### src/hw/urs_pkg.sv
// Package for the serial receive status block: register map, fields,
// reset values, oversampling figures and the buffered character type.
// Assumes a 32-bit APB register bus with byte addresses.
package urs_pkg;
    localparam int unsigned ADDR_W = 12;
    localparam int unsigned DATA_W = 32;
    localparam logic [11:0] STATUS_OFS = 12'h000;
    localparam logic [11:0] MODE_OFS = 12'h004;
    localparam logic [11:0] BAUD_OFS = 12'h008;
    localparam logic [11:0] RXDATA_OFS = 12'h00c;
    localparam int unsigned IRQSEL_POS = 6;
    localparam int unsigned ADDRESS_DETECT_ENABLE_POS = 5;
    localparam int unsigned IDLE_POS = 4;
    localparam int unsigned PARITY_ERROR_FLAG_POS = 3;
    localparam int unsigned FRAMING_ERROR_FLAG_POS = 2;
    localparam int unsigned OVERRUN_ERROR_FLAG_POS = 1;
    localparam int unsigned RXDA_POS = 0;
    localparam logic [1:0] IRQSEL_RST = 2'h0;
    localparam logic ADDRESS_DETECT_ENABLE_RST = 1'b0;
    localparam logic [1:0] MODE_RST = 2'h0;
    localparam logic [15:0] BAUD_RST = 16'h0040;
    // Character formats held in the mode register
    localparam logic [1:0] MODE_8N = 2'h0;
    localparam logic [1:0] MODE_8E = 2'h1;
    localparam logic [1:0] MODE_8O = 2'h2;
    localparam logic [1:0] MODE_9N = 2'h3;
    localparam logic [1:0] IRQ_ON_FULL = 2'h3;
    localparam logic [1:0] IRQ_ON_3 = 2'h2;
    localparam logic [3:0] TICK_MID = 4'h7;
    localparam logic [3:0] TICK_LAST = 4'hf;
    localparam logic [3:0] BITS_8 = 4'h7;
    localparam logic [3:0] BITS_9 = 4'h8;
    typedef struct packed {
        logic parity_error_flag;
        logic framing_error_flag;
        logic [8:0] data;
    } urs_entry_t;
endpackage

### src/hw/urs_rx_status.sv
// Serial receiver with status/control register, receive buffer and
// address detect. Expects an APB master on pclk and an async rx line.
`timescale 1ns/1ps
//
// Overview of operation
// (RL1) Address detect only in 9-bit mode
// (RL2) Idle flag reads one when receiver idle
// (RL3) Parity flag reflects head-of-buffer character
// (RL4) Framing flag reflects head-of-buffer character
// (RL5) Overrun set by overflow, never by software
// (RL6) Clearing overrun empties buffer and shifter
// (RL7) Data-available flag means buffer not empty
// (RL8) Receive interrupt follows the select code
// (RL9) Errors stored per character, follow head
module urs_rx_status #(
    parameter int unsigned DEPTH = 4
) (
    input wire logic pclk,
    input wire logic presetn,
    input wire logic psel,
    input wire logic penable,
    input wire logic pwrite,
    input wire logic [urs_pkg::ADDR_W-1:0] paddr,
    input wire logic [urs_pkg::DATA_W-1:0] pwdata,
    output logic [urs_pkg::DATA_W-1:0] prdata,
    output logic pready,
    output logic pslverr,
    input wire logic rx_pin,
    output logic rx_irq
);
    import urs_pkg::*;
    localparam int unsigned PTR_W = $clog2(DEPTH);
    localparam int unsigned CNT_W = PTR_W + 1;
    localparam logic [CNT_W-1:0] FULL_CNT = CNT_W'(DEPTH);
    localparam logic [CNT_W-1:0] THREE_CNT = CNT_W'(3);

    generate
        if (DEPTH < 4 || (DEPTH & (DEPTH - 1)) != 0)
        begin : g_bad_depth
            $error("DEPTH must be a power of two, at least 4");
        end
    endgenerate

    typedef enum logic [2:0] {
        RX_IDLE, RX_START, RX_DATA, RX_PARITY, RX_STOP
    } urs_rx_state_t;

    // Pin synchroniser
    logic rx_meta_r, rx_s_r;
    always_ff @(posedge pclk or negedge presetn)
    begin
        if (!presetn)
        begin
            rx_meta_r <= 1'b1;
            rx_s_r <= 1'b1;
        end
        else
        begin
            rx_meta_r <= rx_pin;
            rx_s_r <= rx_meta_r;
        end
    end

    // Line-side state
    urs_rx_state_t st_r, st_nxt;
    logic [15:0] baud_cnt_r, baud_cnt_nxt;
    logic [3:0] tick_cnt_r, tick_cnt_nxt;
    logic [3:0] bit_cnt_r, bit_cnt_nxt;
    logic [8:0] shift_r, shift_nxt;
    logic parity_error_flag_r, parity_error_flag_nxt;
    logic done;
    urs_entry_t rx_char;
    // Register-side state
    urs_entry_t mem [DEPTH];
    logic [PTR_W-1:0] wr_ptr_r, wr_ptr_nxt, rd_ptr_r, rd_ptr_nxt;
    logic [CNT_W-1:0] count_r, count_nxt;
    logic overrun_error_flag_r, overrun_error_flag_nxt, address_detect_enable_r, address_detect_enable_nxt;
    logic [1:0] irqsel_r, irqsel_nxt, mode_r, mode_nxt;
    logic [15:0] baud_div_r, baud_div_nxt;
    logic [DATA_W-1:0] prdata_r, prdata_nxt;
    logic rd_pop_r, rd_pop_nxt, irq_r, irq_nxt;
    logic push_valid, push_ready, push, pop, overflow, flush;
    logic setup, access, mapped, has_data, addr_mode, tick;
    logic [CNT_W-1:0] count_after;
    logic [DATA_W-1:0] status_val;
    urs_entry_t head;

    assign tick = (baud_cnt_r == 16'h0000);
    assign head = mem[rd_ptr_r];
    assign has_data = (count_r != '0);

    always_comb
    begin
        st_nxt = st_r;
        tick_cnt_nxt = tick_cnt_r;
        bit_cnt_nxt = bit_cnt_r;
        shift_nxt = shift_r;
        parity_error_flag_nxt = parity_error_flag_r;
        baud_cnt_nxt = tick ? baud_div_r : baud_cnt_r - 16'h0001;
        done = 1'b0;
        unique case (st_r)
            RX_IDLE:
            begin
                if (!rx_s_r)
                begin
                    st_nxt = RX_START;
                    tick_cnt_nxt = '0;
                end
            end
            RX_START:
            begin
                if (tick && tick_cnt_r == TICK_MID)
                begin
                    st_nxt = rx_s_r ? RX_IDLE : RX_DATA;
                    tick_cnt_nxt = '0;
                    bit_cnt_nxt = '0;
                    shift_nxt = '0;
                    parity_error_flag_nxt = 1'b0;
                end
                else if (tick)
                    tick_cnt_nxt = tick_cnt_r + 4'h1;
            end
            RX_DATA, RX_PARITY, RX_STOP:
            begin
                if (tick && tick_cnt_r == TICK_LAST)
                begin
                    tick_cnt_nxt = '0;
                    if (st_r == RX_DATA)
                    begin
                        shift_nxt = {rx_s_r, shift_r[8:1]};
                        bit_cnt_nxt = bit_cnt_r + 4'h1;
                        if (bit_cnt_r
                            == ((mode_r == MODE_9N) ? BITS_9 : BITS_8))
                            st_nxt = (mode_r == MODE_8E || mode_r == MODE_8O)
                                ? RX_PARITY : RX_STOP;
                    end
                    else if (st_r == RX_PARITY)
                    begin
                        parity_error_flag_nxt = (^shift_r[8:1]) ^ rx_s_r
                            ^ (mode_r == MODE_8O);
                        st_nxt = RX_STOP;
                    end
                    else
                    begin
                        done = 1'b1;
                        st_nxt = RX_IDLE;
                    end
                end
                else if (tick)
                    tick_cnt_nxt = tick_cnt_r + 4'h1;
            end
        endcase
        if (flush)
        begin
            st_nxt = RX_IDLE; // [RL6]
            shift_nxt = '0;
            tick_cnt_nxt = '0;
            bit_cnt_nxt = '0;
        end
    end

    always_ff @(posedge pclk or negedge presetn)
    begin
        if (!presetn)
        begin
            st_r <= RX_IDLE;
            baud_cnt_r <= BAUD_RST;
            tick_cnt_r <= '0;
            bit_cnt_r <= '0;
            shift_r <= '0;
            parity_error_flag_r <= 1'b0;
        end
        else
        begin
            st_r <= st_nxt;
            baud_cnt_r <= baud_cnt_nxt;
            tick_cnt_r <= tick_cnt_nxt;
            bit_cnt_r <= bit_cnt_nxt;
            shift_r <= shift_nxt;
            parity_error_flag_r <= parity_error_flag_nxt;
        end
    end

    // Finished character with its own error bits
    always_comb
    begin
        rx_char.parity_error_flag = parity_error_flag_r; // [RL9]
        rx_char.framing_error_flag = !rx_s_r; // [RL9]
        rx_char.data = (mode_r == MODE_9N) ? shift_r : {1'b0, shift_r[8:1]};
    end

    assign addr_mode = address_detect_enable_r && (mode_r == MODE_9N); // [RL1]
    assign push_valid = done && !overrun_error_flag_r
        && (!addr_mode || rx_char.data[8]); // [RL1]
    assign push_ready = (count_r != FULL_CNT);
    assign push = push_valid && push_ready;
    assign overflow = done && !overrun_error_flag_r && (!addr_mode || rx_char.data[8])
        && !push_ready;
    assign setup = psel && !penable;
    assign access = psel && penable;
    assign mapped = (paddr == STATUS_OFS) || (paddr == MODE_OFS)
        || (paddr == BAUD_OFS) || (paddr == RXDATA_OFS);
    assign pop = access && !pwrite && (paddr == RXDATA_OFS) && rd_pop_r;
    // Set wins: an overflow in the clearing cycle keeps the flag, no flush
    assign flush = access && pwrite && (paddr == STATUS_OFS) && overrun_error_flag_r
        && !pwdata[OVERRUN_ERROR_FLAG_POS] && !overflow; // [RL6]
    assign count_after = count_r + CNT_W'(1) - CNT_W'(pop);

    always_comb
    begin
        status_val = '0;
        status_val[IRQSEL_POS+1:IRQSEL_POS] = irqsel_r;
        status_val[ADDRESS_DETECT_ENABLE_POS] = address_detect_enable_r;
        status_val[IDLE_POS] = (st_r == RX_IDLE); // [RL2]
        status_val[PARITY_ERROR_FLAG_POS] = has_data && head.parity_error_flag; // [RL3] [RL9]
        status_val[FRAMING_ERROR_FLAG_POS] = has_data && head.framing_error_flag; // [RL4] [RL9]
        status_val[OVERRUN_ERROR_FLAG_POS] = overrun_error_flag_r;
        status_val[RXDA_POS] = has_data; // [RL7]
    end

    always_comb
    begin
        wr_ptr_nxt = wr_ptr_r + PTR_W'(push);
        rd_ptr_nxt = rd_ptr_r + PTR_W'(pop); // [RL9]
        count_nxt = count_r + CNT_W'(push) - CNT_W'(pop);
        overrun_error_flag_nxt = overrun_error_flag_r || overflow; // [RL5]
        address_detect_enable_nxt = address_detect_enable_r;
        irqsel_nxt = irqsel_r;
        mode_nxt = mode_r;
        baud_div_nxt = baud_div_r;
        prdata_nxt = prdata_r;
        rd_pop_nxt = rd_pop_r;
        irq_nxt = 1'b0;
        if (push)
        begin
            unique case (irqsel_r)
                IRQ_ON_FULL: irq_nxt = (count_after == FULL_CNT); // [RL8]
                IRQ_ON_3: irq_nxt = (count_after == THREE_CNT); // [RL8]
                default: irq_nxt = 1'b1; // [RL8]
            endcase
        end
        if (setup && !pwrite)
        begin
            rd_pop_nxt = (paddr == RXDATA_OFS) && has_data;
            unique case (paddr)
                STATUS_OFS: prdata_nxt = status_val;
                MODE_OFS: prdata_nxt = {30'h0, mode_r};
                BAUD_OFS: prdata_nxt = {16'h0, baud_div_r};
                RXDATA_OFS: prdata_nxt = has_data
                    ? {23'h0, head.data} : '0;
                default: prdata_nxt = '0;
            endcase
        end
        if (access && pwrite)
        begin
            unique case (paddr)
                STATUS_OFS:
                begin
                    irqsel_nxt = pwdata[IRQSEL_POS+1:IRQSEL_POS];
                    address_detect_enable_nxt = pwdata[ADDRESS_DETECT_ENABLE_POS];
                end
                MODE_OFS: mode_nxt = pwdata[1:0];
                BAUD_OFS: baud_div_nxt = pwdata[15:0];
                default: ;
            endcase
        end
        if (flush)
        begin
            overrun_error_flag_nxt = 1'b0; // [RL5]
            wr_ptr_nxt = '0; // [RL6]
            rd_ptr_nxt = '0;
            count_nxt = '0;
        end
    end

    always_ff @(posedge pclk or negedge presetn)
    begin
        if (!presetn)
        begin
            wr_ptr_r <= '0;
            rd_ptr_r <= '0;
            count_r <= '0;
            overrun_error_flag_r <= 1'b0;
            address_detect_enable_r <= ADDRESS_DETECT_ENABLE_RST;
            irqsel_r <= IRQSEL_RST;
            mode_r <= MODE_RST;
            baud_div_r <= BAUD_RST;
            prdata_r <= '0;
            rd_pop_r <= 1'b0;
            irq_r <= 1'b0;
        end
        else
        begin
            wr_ptr_r <= wr_ptr_nxt;
            rd_ptr_r <= rd_ptr_nxt;
            count_r <= count_nxt;
            overrun_error_flag_r <= overrun_error_flag_nxt;
            address_detect_enable_r <= address_detect_enable_nxt;
            irqsel_r <= irqsel_nxt;
            mode_r <= mode_nxt;
            baud_div_r <= baud_div_nxt;
            prdata_r <= prdata_nxt;
            rd_pop_r <= rd_pop_nxt;
            irq_r <= irq_nxt;
        end
    end

    always_ff @(posedge pclk)
    begin
        if (push)
            mem[wr_ptr_r] <= rx_char; // [RL9]
    end

    assign prdata = prdata_r;
    assign pready = 1'b1;
    assign pslverr = access && !mapped;
    assign rx_irq = irq_r;
endmodule // urs_rx_status

### config.mk
export PLATFORM = sky130hd
export DESIGN_NAME = urs_rx_status
export DESIGN_NICKNAME = d
export VERILOG_FILES = /design/src/hw/urs_pkg.sv /design/src/hw/urs_rx_status.sv
export SDC_FILE = /design/constraint.sdc
export NUM_CORES = 1
export LEC_CHECK = 0
export ABC_CLOCK_PERIOD_IN_PS = 6100
export BUFFER_PORTS_ARGS = -buffer_cell sky130_fd_sc_hd__buf_2
export CORE_AREA = 2 2 105 107
export CTS_CLUSTER_DIAMETER = 40
export DETAILED_ROUTE_END_ITERATION = 7
export DIE_AREA = 0 0 107 109
export PLACE_DENSITY = 0.82
export SLEW_MARGIN = 20
export SYNTH_ARGS = -nofsm -noshare
export SYNTH_HDL_FRONTEND = slang
export SYNTH_SLANG_ARGS = --single-unit
### constraint.sdc
create_clock -name pclk -period 6.1 [get_ports pclk]
set_input_delay 0.305 -clock pclk [delete_from_list [all_inputs] [get_ports pclk]]
set_output_delay 0.305 -clock pclk [all_outputs]
set_load 0.01 [all_outputs]
==> metrics.yaml <==
status:
  status: "complete, no violations"
logic_synthesis:
  synth_common_cells: "82 x dfrtp_1, 64 x nand2_1, 44 x edfxtp_1"
  synth-edff-count: 44
  synth-seq-cells: 130
  synth_top_cell_area_share_pct: 33.0
  ys.flop_type: "dfrtp_1"
  synthTopCellsByArea: "dfrtp_1 33%, edfxtp_1 21%, mux2_2 4.2%"
  synth_cells: 532
  synth.distinct_cells: 59
  yosysMostFrequentCell: "dfrtp_1"
  syn_avg_cell_area_um2: 11.7
  yosys_warnings: 0
  ys_seq_area_share_pct: 56.0
  syn-cell-area_um2: 6210
  async_flop_share_pct: 66.2
  synth_largest_area_cell: "dfrtp_1"
route:
  wirelength_um: 13600
  drtPass1Iterations: 7
  antenna_left: 0
  vias_per_cell: 5.88
  route.vias.total: 4345
  drt-initial-drc-count: 441
  wl_per_cell_um: 18.5
  drc: 0
setup_path:
  crit_path_start: "baud_cnt_r[0]$_DFF_PN0_"
  cp.required_ns: 6.47
  worstRegToRegCells: 15
  r2r_slack_ns: 2.07
  crit_path_max_fanout: 6
  crit_type: "reg -> reg"
  r2r_start: "baud_cnt_r[0]$_DFF_PN0_"
  crit_slowest_cell: "nor3b_1"
  crit_arrival_ns: 4.41
  slowest_delay_ns: 0.59
  startpoint_type: "flop"
  end_kind: "flop"
  endpoint: "count_r[2]$_DFF_PN0_"
  r2r-end: "count_r[2]$_DFF_PN0_"
  worstPathCellList: "inv_1, ha_1, nor3b_1, and3_1, nand2_1, nor4_1, nand2_1, ha_1, inv_1, ha_1, inv_1, fa_1, xor2_1, xnor2_1, nor2_1"
placement:
  post-place-ws_ns: 2.27
  hpwl_um: 9090
  placed_cells: 704
  portBuffers: 51
  place_congestion: 0.887
sta:
  fin_crit_sh_pct: 66.1
  worstMarginPinSlew_ns: 0.974
  setup_tns_ns: 0
  relSlewSlack_pct: 34.9
  rsz0062_at_grt: "no"
  hold_viol: 0
  fmax_mhz: 248
  setup_violations: 0
  drv_slew: 0
  fin_skew_ns: 0.00583
  period_needed_ns: 4.03
  worst_slack_ns: 2.07
floorplan:
  rows: 38
  dieArea_um2: 11700
  core_area_um2: 10600
  ioPinCount: 85
  die_w_um: 107
  die_y_um: 109
  start_util_pct: 58.6
clocking:
  post_cts_buffers: 0
  cts_buffer_depth: 2
  tritoncts: "yes"
  cts_root_buffer: "clkbuf_8"
  clock_sinks: 130
  numCtsBuffers: 17
  clock_latency_ns: 0.52
  cts_max_level: 4
  cts.clk_slew.worst_paths_ns: 0.06
global_routing:
  track_usage_pct: 25.1
  grt_max_degree: 87
  antenna_found_initial: 0
  first_global_vias: 4368
  grt_pass1_wl_um: 22100
  grt-ovfl-total: 0
cells_and_area:
  fillers: 718
  antenna_cells: 0
  final_core_utilization_pct: 67.6
  layout-drive-gt1-share_pct: 23.2
  stdcell_count: 739
  area_growth_pct: 15.3
  fin_nets: 648
power:
  p_per_area_nw_per_um2: 340
  leakage_nw: 3.19
  ir_worst_vdd_mv: 0.190
hold_path:
  min_path_type: "in -> reg"
run:
  cap_violations: 0
==> layout by cell type (no fill, tap or decap), types with 3 or more instances in the layout <==
master	n
dfrtp_1	82
nand2_1	64
buf_2	50
edfxtp_1	44
nor2_1	41
o21ai_0	27
nand3_1	26
mux2_2	23
a21oi_1	20
xnor2_1	17
conb_1	17
clkbuf_16	16
inv_1	14
nor3_1	12
mux4_2	11
ha_1	11
mux2_4	10
and2_1	7
or3_1	7
nor3b_1	6
nor4_1	6
and3_1	5
xor2_1	5
a32oi_1	5
bufinv_16	5
dfstp_2	4
buf_4	4
nand4b_1	3
o31ai_1	3
a31oi_1	3
mux2i_1	3
a221oi_1	3
clkinv_4	3
clkbuf_1	3
dlygate4sd3_1	3
==> how the worst min path moves through the flow <==
stage,end,start,cells past startpoint
3_3_place_gp,rx_s_r$_DFF_PN1_,rx_meta_r$_DFF_PN1_,0
5_1_grt,baud_div_r[10]$_DFFE_PN0P_,pwdata[10],2
2_1_floorplan,address_detect_enable_r$_DFFE_PN0N_,presetn,0
6_report,baud_div_r[9]$_DFFE_PN0P_,pwdata[9],2
4_1_cts,baud_div_r[9]$_DFFE_PN0P_,pwdata[9],2
3_5_place_dp,rx_s_r$_DFF_PN1_,rx_meta_r$_DFF_PN1_,0
==> metrics by stage <==
stage | total power, W | hold WS [ns] | cell area, um2
after detailed placement | 0.00136 | 0.352 | 6500
after CTS | 0.00245 | 0.00302 | 7150
after floorplan | 0.00128 | 0.00941 | 6270
final | 0.00244 | 0.0194 | 7170
after global routing | 0.00254 | 0.0170 | 7170
after global placement | 0.00133 | 0.349 | 6500
==> area by class of cell <==
cell class,instances,area [um2],area share (%)
Clock buffer,20,425,5.94
Inverter,14,52.6,0.733
Tap cell,140,175,2.44
Timing Repair Buffer,58,322,4.49
Multi-Input combinational cell,365,2510,35.0
Clock inverter,12,205,2.86
Sequential cell,130,3480,48.5
==> state kept, by name, summed over array words and instances, names as in the netlist, 2 cells and up <==
register    flops
baud_cnt_r     16
baud_div_r     16
bit_cnt_r       4
count_r         3
irqsel_r        2
mem            44
mode_r          2
prdata         16
rd_ptr_r        2
shift_r         9
st_r            3
tick_cnt_r      4
wr_ptr_r        2
==> critical path: cells and delay by family (launching register included) <==
family / cells / cell delay [ns]
AND/OR/NAND/NOR: 6 / 1.92
flip-flops: 1 / 0.41
XOR/XNOR: 2 / 0.33
buffers and inverters: 3 / 0.18
adder cells (fa/ha/maj): 4 / 1.05
==> layer usage <==
layer  vias to the layer above  GRT usage (%)  wire length (um)
li1                       1987              -                 -
met1                      2167           31.4              5540
met2                       158           42.3              6860
met3                        33           6.28               826
met4                         0           10.1               420
met5                         -              0                 0
==> timing repair <==
| action | in CTS | in global routing |
|---|---|---|
| endpoints found under the setup margin | 0 | 0 |
| hold buffers | 2 | 1 |
| resized for setup | 0 | 0 |
| hold endpoints to repair | 2 | 82 |
==> logic make-up after synthesis <==
group	synth area share [%]
multiplexers	11.1
buffers and inverters	4.55
flip-flops	56.0
other	0.121
adder cells (fa/ha/maj)	2.54
AO/OA/AOI/OAI	6.89
AND/OR/NAND/NOR	15.8
XOR/XNOR	3.10
==> where the power goes <==
group	internal [W]	total [W]	switching (W)	leakage, nW
Clock	0.000708	0.00108	0.000374	0.302
Sequential	0.000966	0.00105	0.0000815	1.54
Combinational	0.000125	0.000309	0.000184	1.35
Total	0.00180	0.00244	0.000640	3.19
(Power assumes the default switching activity.)
